File: src/rtl/fpc_pkg.sv
// Constants, field positions and types of the foldback power control
package fpc_pkg;
  // Clock and step timing
  localparam int unsigned CLK_PERIOD_NS     = 8;
  localparam int unsigned STEP512_PERIOD_NS = 1953125;
  localparam int unsigned STEP512_CYC       = STEP512_PERIOD_NS / CLK_PERIOD_NS;
  localparam int unsigned PRE_W             = 18;
  localparam int unsigned TICK_W            = 13;
  // Slower rates as counts of 512 Hz ticks
  localparam logic [TICK_W-1:0] DIV_4HZ_MASK    = 13'h007f;
  localparam logic [TICK_W-1:0] DIV_2HZ_MASK    = 13'h00ff;
  localparam logic [TICK_W-1:0] DIV_1_16HZ_MASK = 13'h1fff;
  localparam int unsigned       FLASH_BIT       = 7;

  // Power control counter
  localparam int unsigned         CNT_W   = 8;
  localparam logic [CNT_W-1:0]    CNT_MAX = 8'hff;
  localparam logic [CNT_W-1:0]    CNT_MIN = 8'h00;
  localparam logic [CNT_W-1:0]    CNT_RST = 8'hff;

  typedef enum logic [2:0] {
    RATE_NONE  = 3'h0,
    RATE_512   = 3'h1,
    RATE_4     = 3'h3,
    RATE_2     = 3'h2,
    RATE_1_16  = 3'h6
  } fpc_rate_t;

  // Encoder code: top bit marks an attack
  typedef enum logic [2:0] {
    ENC_IDLE     = 3'h0,
    ENC_REL_TEMP = 3'h1,
    ENC_REL_REFL = 3'h2,
    ENC_REL_FAST = 3'h3,
    ENC_ATT_TEMP = 3'h4,
    ENC_ATT_REFL = 3'h5,
    ENC_ATT_FAST = 3'h6
  } fpc_code_t;
  localparam int unsigned ENC_ACT_BIT = 2;

  // Pin input vector positions
  localparam int unsigned IN_REFL_HIGH   = 0;
  localparam int unsigned IN_FWD_OVER    = 1;
  localparam int unsigned IN_FWD_90      = 2;
  localparam int unsigned IN_EMERG_N     = 3;
  localparam int unsigned IN_LIGHTNING_N = 4;
  localparam int unsigned IN_TEMP_HIGH   = 5;
  localparam int unsigned IN_TEMP_LOW    = 6;
  localparam int unsigned IN_VSWR_OK     = 7;
  localparam int unsigned IN_FAST_BELOW  = 8;
  localparam int unsigned IN_ENABLE      = 9;
  localparam int unsigned IN_OPERATE     = 10;
  localparam int unsigned IN_MAN_RESET   = 11;
  localparam int unsigned IN_FB_RESET    = 12;
  localparam int unsigned IN_EXC_FAULT   = 13;
  localparam int unsigned IN_W           = 14;
  // Idle pin levels: active-low alarms high, VSWR flag reads healthy, so no false alarm after reset
  localparam logic [IN_W-1:0] IN_RST     = 14'h0098;

  // Register port
  localparam int unsigned  ADDR_W     = 8;
  localparam logic [7:0]   REG_CTRL   = 8'h00;
  localparam logic [7:0]   REG_STATUS = 8'h04;
  localparam logic [7:0]   REG_COUNT  = 8'h08;
  localparam int unsigned  CTRL_SOFT_RST = 0;
  localparam int unsigned  CTRL_REL_HOLD = 1;
  localparam int unsigned  ST_EXC     = 0;
  localparam int unsigned  ST_REFL    = 1;
  localparam int unsigned  ST_TEMP    = 2;
  localparam int unsigned  ST_EMERG   = 3;
  localparam int unsigned  ST_LIGHT   = 4;
  localparam int unsigned  ST_FAST    = 5;
  localparam int unsigned  ST_ENC_ACT = 6;
  localparam int unsigned  ST_FOLD    = 7;
  localparam int unsigned  ST_CODE_LO = 8;
  localparam int unsigned  ST_HOLD    = 11;
endpackage

File: src/rtl/fpc_step_if.sv
// Link between the controller, the step divider and the counter
interface fpc_step_if;
  fpc_pkg::fpc_rate_t             rate_sel;
  logic                           count_up;
  logic                           step;
  logic                           flash;
  logic [fpc_pkg::CNT_W-1:0]      count;

  modport ctl (output rate_sel, output count_up, input step, input flash, input count);
  modport div (input rate_sel, output step, output flash);
  modport cnt (input step, input count_up, output count);
endinterface

File: src/rtl/fpc_step_div.sv
// Divider producing the selected step pulse and the flash square wave
module fpc_step_div #(
  parameter int unsigned STEP512_CYC = fpc_pkg::STEP512_CYC
) (
  input  wire logic clk,
  input  wire logic rst,
  fpc_step_if.div   sif
);
  typedef struct packed {
    logic [fpc_pkg::PRE_W-1:0]  pre;
    logic [fpc_pkg::TICK_W-1:0] ticks;
    logic                       step;
  } fpc_div_st_t;

  fpc_div_st_t st_reg;
  fpc_div_st_t st_next;

  localparam logic [fpc_pkg::PRE_W-1:0] PRE_LAST = fpc_pkg::PRE_W'(STEP512_CYC - 1);

  always_comb begin
    logic tick;
    logic hit;
    tick    = (st_reg.pre == PRE_LAST);
    hit     = 1'b0;
    st_next = st_reg;
    st_next.pre = tick ? '0 : st_reg.pre + 1'b1;
    if (tick) begin
      st_next.ticks = st_reg.ticks + 1'b1;
    end
    // Slow rates fire on the tick that completes their tick group
    case (sif.rate_sel)
      fpc_pkg::RATE_512:  hit = tick;
      fpc_pkg::RATE_4:    hit = tick && ((st_reg.ticks & fpc_pkg::DIV_4HZ_MASK) == fpc_pkg::DIV_4HZ_MASK);
      fpc_pkg::RATE_2:    hit = tick && ((st_reg.ticks & fpc_pkg::DIV_2HZ_MASK) == fpc_pkg::DIV_2HZ_MASK);
      fpc_pkg::RATE_1_16: hit = tick && (st_reg.ticks == fpc_pkg::DIV_1_16HZ_MASK);
      default:            hit = 1'b0;
    endcase
    st_next.step = hit;
  end

  always_ff @(posedge clk or posedge rst) begin
    if (rst) begin
      st_reg <= '0;
    end else begin
      st_reg <= st_next;
    end
  end

  assign sif.step  = st_reg.step;
  assign sif.flash = st_reg.ticks[fpc_pkg::FLASH_BIT];
endmodule

File: src/rtl/fpc_updown.sv
// Saturating up/down power control counter
module fpc_updown (
  input  wire logic clk,
  input  wire logic rst,
  fpc_step_if.cnt   sif
);
  typedef struct packed {
    logic [fpc_pkg::CNT_W-1:0] count;
  } fpc_cnt_st_t;

  fpc_cnt_st_t st_reg;
  fpc_cnt_st_t st_next;

  always_comb begin
    st_next = st_reg;
    if (sif.step) begin
      if (sif.count_up && st_reg.count != fpc_pkg::CNT_MAX) begin
        st_next.count = st_reg.count + 1'b1;
      end else if (!sif.count_up && st_reg.count != fpc_pkg::CNT_MIN) begin
        st_next.count = st_reg.count - 1'b1;
      end
    end
  end

  always_ff @(posedge clk or posedge rst) begin
    if (rst) begin
      st_reg <= '{count: fpc_pkg::CNT_RST};
    end else begin
      st_reg <= st_next;
    end
  end

  assign sif.count = st_reg.count;
endmodule

File: src/rtl/fpc_top.sv
// Foldback power control: fault latches, priority encoder, step control
module fpc_top #(
  parameter int unsigned STEP512_CYC = fpc_pkg::STEP512_CYC
) (
  input  wire  logic                         CORE_CLK,
  input  wire  logic                         SYS_RST,
  input  wire  logic [fpc_pkg::ADDR_W-1:0]   BUS_ADDR,
  input  wire  logic [31:0]                  BUS_WDATA,
  input  wire  logic                         BUS_WR,
  input  wire  logic                         BUS_RD,
  output logic       [31:0]                  BUS_RDATA,
  input  wire  logic                         REFL_HIGH,
  input  wire  logic                         FWD_OVER,
  input  wire  logic                         FWD_ABOVE_90,
  input  wire  logic                         REFL_EMERG_N,
  input  wire  logic                         LIGHTNING_N,
  input  wire  logic                         TEMP_HIGH,
  input  wire  logic                         TEMP_LOW,
  input  wire  logic                         VSWR_OK,
  input  wire  logic                         FAST_BELOW_REF,
  input  wire  logic                         ENABLE_FAIL,
  input  wire  logic                         OPERATE,
  input  wire  logic                         MANUAL_RESET,
  input  wire  logic                         FOLDBACK_RESET,
  input  wire  logic                         EXCITER_FAULT,
  output logic       [fpc_pkg::CNT_W-1:0]    DAC_CODE,
  output logic                               FOLDBACK_IND,
  output logic                               ANT_RED_ON,
  output logic                               ANT_GREEN_ON,
  output logic                               EXC_RED_ON,
  output logic                               EXC_GREEN_ON,
  output logic                               TEMP_IND,
  output logic                               LIGHTNING_IND,
  output logic                               ALARM_ON
);
  typedef struct packed {
    logic [fpc_pkg::IN_W-1:0]  sync1;
    logic [fpc_pkg::IN_W-1:0]  sync2;
    logic                      exc_lat;
    logic                      refl_lat;
    logic                      temp_lat;
    logic                      emerg_lat;
    logic                      light_lat;
    logic                      fast_lat;
    logic                      emerg_hold;
    logic                      enc_act;
    fpc_pkg::fpc_code_t        code;
    logic                      soft_rst;
    logic                      rel_hold;
    logic [31:0]               rdata;
    logic [fpc_pkg::CNT_W-1:0] dac;
    logic                      fold_ind;
    logic                      ant_red;
    logic                      ant_green;
    logic                      exc_red;
    logic                      exc_green;
    logic                      temp_ind;
    logic                      light_ind;
    logic                      alarm;
  } fpc_top_st_t;

  fpc_top_st_t st_reg;
  fpc_top_st_t st_next;
  fpc_step_if  sif ();

  logic [fpc_pkg::IN_W-1:0] pins;

  assign pins[fpc_pkg::IN_REFL_HIGH]   = REFL_HIGH;
  assign pins[fpc_pkg::IN_FWD_OVER]    = FWD_OVER;
  assign pins[fpc_pkg::IN_FWD_90]      = FWD_ABOVE_90;
  assign pins[fpc_pkg::IN_EMERG_N]     = REFL_EMERG_N;
  assign pins[fpc_pkg::IN_LIGHTNING_N] = LIGHTNING_N;
  assign pins[fpc_pkg::IN_TEMP_HIGH]   = TEMP_HIGH;
  assign pins[fpc_pkg::IN_TEMP_LOW]    = TEMP_LOW;
  assign pins[fpc_pkg::IN_VSWR_OK]     = VSWR_OK;
  assign pins[fpc_pkg::IN_FAST_BELOW]  = FAST_BELOW_REF;
  assign pins[fpc_pkg::IN_ENABLE]      = ENABLE_FAIL;
  assign pins[fpc_pkg::IN_OPERATE]     = OPERATE;
  assign pins[fpc_pkg::IN_MAN_RESET]   = MANUAL_RESET;
  assign pins[fpc_pkg::IN_FB_RESET]    = FOLDBACK_RESET;
  assign pins[fpc_pkg::IN_EXC_FAULT]   = EXCITER_FAULT;

  fpc_step_div #(
    .STEP512_CYC (STEP512_CYC)
  ) u_div (
    .clk (CORE_CLK),
    .rst (SYS_RST),
    .sif (sif.div)
  );

  fpc_updown u_cnt (
    .clk (CORE_CLK),
    .rst (SYS_RST),
    .sif (sif.cnt)
  );

  // Rate follows the registered code; one cycle of lag is negligible
  always_comb begin
    case (st_reg.code)
      fpc_pkg::ENC_ATT_FAST: sif.rate_sel = fpc_pkg::RATE_512;
      fpc_pkg::ENC_ATT_REFL: sif.rate_sel = fpc_pkg::RATE_4;
      fpc_pkg::ENC_ATT_TEMP: sif.rate_sel = fpc_pkg::RATE_1_16;
      fpc_pkg::ENC_REL_FAST: sif.rate_sel = fpc_pkg::RATE_512;
      fpc_pkg::ENC_REL_REFL: sif.rate_sel = fpc_pkg::RATE_2;
      fpc_pkg::ENC_REL_TEMP: sif.rate_sel = fpc_pkg::RATE_1_16;
      default:               sif.rate_sel = fpc_pkg::RATE_NONE;
    endcase
  end

  // Attack codes count down, release codes count up
  assign sif.count_up = ~st_reg.code[fpc_pkg::ENC_ACT_BIT];

  always_comb begin
    logic [fpc_pkg::IN_W-1:0] s;
    logic enable;
    logic refl_att;
    logic temp_att;
    logic emerg;
    logic light;
    logic fast_att;
    logic refl_rel;
    logic temp_rel;
    logic fast_rel;
    logic clr;
    logic exc_set;
    logic wr_ctrl;
    s        = st_reg.sync2;
    enable   = s[fpc_pkg::IN_ENABLE];
    st_next  = st_reg;
    st_next.sync1 = pins;
    st_next.sync2 = st_reg.sync1;

    // Forward path needs both comparators; either path keeps the attack up
    refl_att = (s[fpc_pkg::IN_REFL_HIGH] | (s[fpc_pkg::IN_FWD_OVER] & s[fpc_pkg::IN_FWD_90])) & enable;
    temp_att = s[fpc_pkg::IN_TEMP_HIGH] & enable;
    emerg    = ~s[fpc_pkg::IN_EMERG_N];
    light    = ~s[fpc_pkg::IN_LIGHTNING_N];
    fast_att = (emerg | light) & enable;
    exc_set  = s[fpc_pkg::IN_EXC_FAULT] & enable;

    refl_rel = s[fpc_pkg::IN_OPERATE] & s[fpc_pkg::IN_VSWR_OK] & st_reg.refl_lat & ~st_reg.rel_hold;
    temp_rel = s[fpc_pkg::IN_TEMP_LOW] & st_reg.temp_lat & ~st_reg.rel_hold;
    fast_rel = s[fpc_pkg::IN_FAST_BELOW] & st_reg.fast_lat & ~st_reg.rel_hold;

    // Attacks outrank releases; a latched fault never blocks a new attack
    if (fast_att) begin
      st_next.code = fpc_pkg::ENC_ATT_FAST;
    end else if (refl_att) begin
      st_next.code = fpc_pkg::ENC_ATT_REFL;
    end else if (temp_att) begin
      st_next.code = fpc_pkg::ENC_ATT_TEMP;
    end else if (fast_rel) begin
      st_next.code = fpc_pkg::ENC_REL_FAST;
    end else if (refl_rel) begin
      st_next.code = fpc_pkg::ENC_REL_REFL;
    end else if (temp_rel) begin
      st_next.code = fpc_pkg::ENC_REL_TEMP;
    end else begin
      st_next.code = fpc_pkg::ENC_IDLE;
    end

    // Self-holding gate, released only by foldback reset; a live emergency keeps it set
    st_next.emerg_hold = emerg | (st_reg.emerg_hold & ~s[fpc_pkg::IN_FB_RESET]);

    // Set wins over clear on every latch
    clr = s[fpc_pkg::IN_MAN_RESET] | st_reg.soft_rst;
    st_next.exc_lat   = exc_set | (st_reg.exc_lat & ~clr);
    st_next.refl_lat  = refl_att | (st_reg.refl_lat & ~clr);
    st_next.temp_lat  = temp_att | (st_reg.temp_lat & ~clr);
    st_next.emerg_lat = st_reg.emerg_hold | (st_reg.emerg_lat & ~clr);
    st_next.light_lat = light | (st_reg.light_lat & ~clr);
    st_next.fast_lat  = fast_att | (st_reg.fast_lat & ~clr);
    st_next.enc_act   = st_reg.code[fpc_pkg::ENC_ACT_BIT] | (st_reg.enc_act & ~clr);

    // Indicators
    st_next.dac       = sif.count;
    st_next.fold_ind  = (sif.count != fpc_pkg::CNT_MAX) | st_reg.enc_act;
    st_next.ant_red   = st_reg.emerg_lat ? sif.flash : ~s[fpc_pkg::IN_VSWR_OK];
    st_next.ant_green = ~(st_reg.refl_lat | st_reg.emerg_lat);
    st_next.exc_red   = st_reg.exc_lat;
    st_next.exc_green = ~st_reg.exc_lat;
    st_next.temp_ind  = st_reg.temp_lat;
    st_next.light_ind = st_reg.light_lat;
    st_next.alarm     = st_reg.exc_lat | st_reg.refl_lat | st_reg.temp_lat | st_reg.emerg_lat
                        | st_reg.light_lat | ~s[fpc_pkg::IN_VSWR_OK];

    // Register port
    wr_ctrl          = BUS_WR && (BUS_ADDR == fpc_pkg::REG_CTRL);
    st_next.soft_rst = wr_ctrl && BUS_WDATA[fpc_pkg::CTRL_SOFT_RST];
    if (wr_ctrl) begin
      st_next.rel_hold = BUS_WDATA[fpc_pkg::CTRL_REL_HOLD];
    end
    st_next.rdata = '0;
    if (BUS_RD) begin
      case (BUS_ADDR)
        fpc_pkg::REG_CTRL: begin
          st_next.rdata[fpc_pkg::CTRL_REL_HOLD] = st_reg.rel_hold;
        end
        fpc_pkg::REG_STATUS: begin
          st_next.rdata[fpc_pkg::ST_EXC]     = st_reg.exc_lat;
          st_next.rdata[fpc_pkg::ST_REFL]    = st_reg.refl_lat;
          st_next.rdata[fpc_pkg::ST_TEMP]    = st_reg.temp_lat;
          st_next.rdata[fpc_pkg::ST_EMERG]   = st_reg.emerg_lat;
          st_next.rdata[fpc_pkg::ST_LIGHT]   = st_reg.light_lat;
          st_next.rdata[fpc_pkg::ST_FAST]    = st_reg.fast_lat;
          st_next.rdata[fpc_pkg::ST_ENC_ACT] = st_reg.enc_act;
          st_next.rdata[fpc_pkg::ST_FOLD]    = st_reg.fold_ind;
          st_next.rdata[fpc_pkg::ST_CODE_LO +: 3] = st_reg.code;
          st_next.rdata[fpc_pkg::ST_HOLD]    = st_reg.emerg_hold;
        end
        fpc_pkg::REG_COUNT: begin
          st_next.rdata[fpc_pkg::CNT_W-1:0] = sif.count;
        end
        default: st_next.rdata = '0;
      endcase
    end
  end

  always_ff @(posedge CORE_CLK or posedge SYS_RST) begin
    if (SYS_RST) begin
      st_reg           <= '0;
      st_reg.sync1     <= fpc_pkg::IN_RST;
      st_reg.sync2     <= fpc_pkg::IN_RST;
      st_reg.code      <= fpc_pkg::ENC_IDLE;
      st_reg.dac       <= fpc_pkg::CNT_RST;
      st_reg.ant_green <= 1'b1;
      st_reg.exc_green <= 1'b1;
    end else begin
      st_reg <= st_next;
    end
  end

  assign BUS_RDATA     = st_reg.rdata;
  assign DAC_CODE      = st_reg.dac;
  assign FOLDBACK_IND  = st_reg.fold_ind;
  assign ANT_RED_ON    = st_reg.ant_red;
  assign ANT_GREEN_ON  = st_reg.ant_green;
  assign EXC_RED_ON    = st_reg.exc_red;
  assign EXC_GREEN_ON  = st_reg.exc_green;
  assign TEMP_IND      = st_reg.temp_ind;
  assign LIGHTNING_IND = st_reg.light_ind;
  assign ALARM_ON      = st_reg.alarm;
endmodule

File: config.mk
export PLATFORM = sky130hd
export DESIGN_NAME = fpc_top
export DESIGN_NICKNAME = d
export VERILOG_FILES = /design/src/rtl/fpc_pkg.sv /design/src/rtl/fpc_step_if.sv /design/src/rtl/fpc_step_div.sv /design/src/rtl/fpc_updown.sv /design/src/rtl/fpc_top.sv
export SDC_FILE = /design/constraint.sdc
export NUM_CORES = 1
export LEC_CHECK = 0
export BUFFER_PORTS_ARGS = -buffer_cell sky130_fd_sc_hd__buf_2
export CORE_MARGIN = 4
export CORE_UTILIZATION = 55
export CTS_BUF_LIST = sky130_fd_sc_hd__clkbuf_4 sky130_fd_sc_hd__clkbuf_8
export DETAILED_ROUTE_END_ITERATION = 8
export PLACE_DENSITY = 0.81
export SETUP_SLACK_MARGIN = 0.3
export SLEW_MARGIN = 30
export SYNTH_ARGS = -nofsm -noshare
export SYNTH_HDL_FRONTEND = slang
export SYNTH_HIERARCHICAL = 1
export SYNTH_SLANG_ARGS = --single-unit
File: constraint.sdc
create_clock -name CORE_CLK -period 3.8 [get_ports CORE_CLK]
set_clock_uncertainty 0.15 [all_clocks]
set_input_delay 0.76 -clock CORE_CLK [delete_from_list [all_inputs] [get_ports CORE_CLK]]
set_output_delay 0.76 -clock CORE_CLK [all_outputs]
set_load 0.05 [all_outputs]
==> summary.txt <==
Setup path
  – Kind of critical path: flop to flop
  – Crit-path max cell delay: 0.69 ns
  – Crit end category: flop
  – Slowest CP cell: dfstp_2
  – Setup crit start kind: flop
  – CP max FO: 9
  – WP data arrival: 2.92 ns
  – Worst-path cell chain: nand4_1 -> o21a_1 -> inv_1 -> ha_1 -> nor2_1 -> o311a_4 -> o21ai_2 -> mux2i_1 -> xor2_1
  – CP Data Required Time: 3.96 ns

Synthesis
  – Post-synth EDFFs: 0
  – Synthesized flop and latch total: 109
  – Yosys cell types: 54
  – Synthesized area: 4770 um2
  – Post-Syn Instances: 410
  – Syn avg cell area: 11.6 um2
  – Seq/Total Area, Yosys: 57.8%
  – Top_reg_cell synth: dfrtp_1
  – YS warnings: 6
  – Async set-reset flop share out of synthesis: 100%

CTS
  – TritonCTS Buffers: 9
  – CTS root buf: clkbuf_8
  – Clock Latency Late Sink: 0.38 ns
  – Hold-fix buffers, CTS: 0
  – Post_cts resized: 0
  – Post-CTS setup repair buffer count: 0
  – Sinks on Clock Net: 109
  – Clk buf depth: 2
  – TritonCTS clock tree: yes
  – H-tree depth: 3
  – Clock Pin Slew Worst Setup and Hold Paths: 0.11 ns

Timing
  – Worst-Margin Slew: 0.798 ns
  – Setup tns final: 0 ns
  – Final period utilization: 72.6%
  – Min Clock Period, post-route: 2.76 ns
  – Final setup viols: 0
  – Final Hold Vio Count: 0
  – Max Fclk: 362 MHz
  – Setup repair after global routing missed its margin: no
  – Slew Viols, Final: 0
  – Slew headroom: 46.8%

Routing
  – Via density: 5.38
  – Routed WL per cell: 14.5 um
  – DRC viols: 0
  – Via count: 3,010
  – Initial DRC Count: 139
  – ANT nets after route: 0
  – TritonRoute pass-1 iters: 6
  – Total Routed Length: 8120 um

Place
  – Inst Count DP: 544
  – Post-DP HPWL: 5840 um
  – RePlAce Congestion: 0.843
  – Port Buf Inserts: 55

Die
  – Initial Util: 57.2%
  – Die area: 10,200 um2
  – Chip height: 101 um
  – Std cell rows: 33
  – Ports: 106
  – Core ar.: 8340 um2
  – Die X-Extent: 101 um

Cells and area
  – Commonest non-fill, non-tap cells in the layout: 85 x dfrtp_1, 55 x buf_2, 37 x nand2_1
  – Area grow syn2layout: 7.86%
  – Final Non-Filler Cells: 560
  – Commonest non-fill, non-tap cell in the layout: dfrtp_1
  – Layout cells sized above 1: 25.5%
  – Antenna Cells: 0
  – Flip-flop count of the largest register after layout: 30
  – Post-layout util: 61.7%
  – Nets: 517

GRT
  – Vias in the first global route: 2,842
  – Gr usage total: 16.5%
  – Pin count of the biggest net entering global routing: 51
  – Aggregate global routing overflow: 0
  – Global-route wire length before repair: 13,200 um
  – Initial antenna violation count: 0

Run
  – Max-Cap Viols: 0

Pwr
  – VDD IR max: 184 uV
  – Power density cells: 414 nW/um2
  – Leak: 2.46 nW
  – Total power: 2.13 mW

Outcome
  – Status: finished, final reports clean

Hold path
  – Worst min-delay path category: flop to flop
## worst paths after layout
path                                    start            endpoint  slack, ns  cells past startpoint
setup reg to reg           u_cnt/sif.count[0]  u_cnt/sif.count[7]       1.04                      9
hold reg to reg                   st_next[69]          st_reg[69]       0.20                      0
setup / recovery           u_cnt/sif.count[0]  u_cnt/sif.count[7]       1.04                      9
hold / removal                    st_next[69]          st_reg[69]       0.20                      0
min in group asynchronous             SYS_RST    u_div/st_reg[12]       0.33                      3
max in group asynchronous             SYS_RST          st_reg[64]       2.32                      3
## cell type report
class | count | area, um2
sequential | 109 | 2760
multi-input combinational | 260 | 1690
fill | 664 | 3190
inverter | 12 | 46.3
clock buffer | 9 | 124
tap | 105 | 131
clock inverter | 7 | 103
timing repair buffer | 58 | 298
## through the flow
step	setup WS (ns)	hold WS [ns]	instance area, um2
finish	1.04	0.200	5150
global route	0.906	0.215	5150
CTS	1.04	0.204	5150
detailed placement	1.09	0.185	4920
global placement	1.17	0.183	4920
floorplan	1.18	0.181	4840
## routing by layer
metal / global-route usage [%] / up-vias / share of wire (%)
li1: - / 1432 / -
met1: 22.6 / 1445 / 44
met4: 8.49 / 0 / 2.9
met5: 0 / - / 0
met3: 3.03 / 26 / 5.7
met2: 25.2 / 107 / 47
## cell usage after synthesis, types with 6 or more instances
cell,instances,share of area (%)
inv_1,12,0.94
nand4_1,16,2.1
xor2_1,18,3.3
a22oi_1,7,1.1
xnor2_1,19,3.5
nor3_1,9,0.94
ha_1,8,2.1
nor2_1,34,2.7
buf_4,41,6.4
a21oi_1,7,0.73
dfstp_2,24,13
dfrtp_1,85,45
nand2_1,37,2.9
nand3_1,15,1.6
and3_1,8,1.0
o21ai_0,8,0.84
nor4_1,6,0.79
## worst max-delay path, delay by kind of cell (launching register included)
family          cells  cell delay [ns]
flops               1             0.69
xor+xnor            1             0.16
buf+inv             1             0.23
mux                 1             0.24
fa+ha+maj           1             0.28
compound gates      3             0.73
simple gates        2             0.22
## where the power goes
group          leakage [nW]  total, mW  internal (mW)  switching, mW
sequential             1.32       1.21           1.19         0.0208
combinational          1.03      0.161         0.0406          0.120
clock                 0.113      0.757          0.328          0.429
total                  2.46       2.13           1.56          0.570
## kinds of logic (layout without fill, tap and decap cells)
| family | count (synthesis) | count (layout) | share of synthesized area (%) |
|---|---|---|---|
| buf+inv | 60 | 86 | 8.34 |
| mux | 6 | 6 | 1.34 |
| fa+ha+maj | 9 | 9 | 2.52 |
| other cells | 1 | 20 | 0.0786 |
| simple gates | 149 | 149 | 17.3 |
| flops | 109 | 109 | 57.8 |
| xor+xnor | 37 | 37 | 6.79 |
| compound gates | 39 | 39 | 5.85 |
No activity file was read; power rests on OpenSTA's default activity.
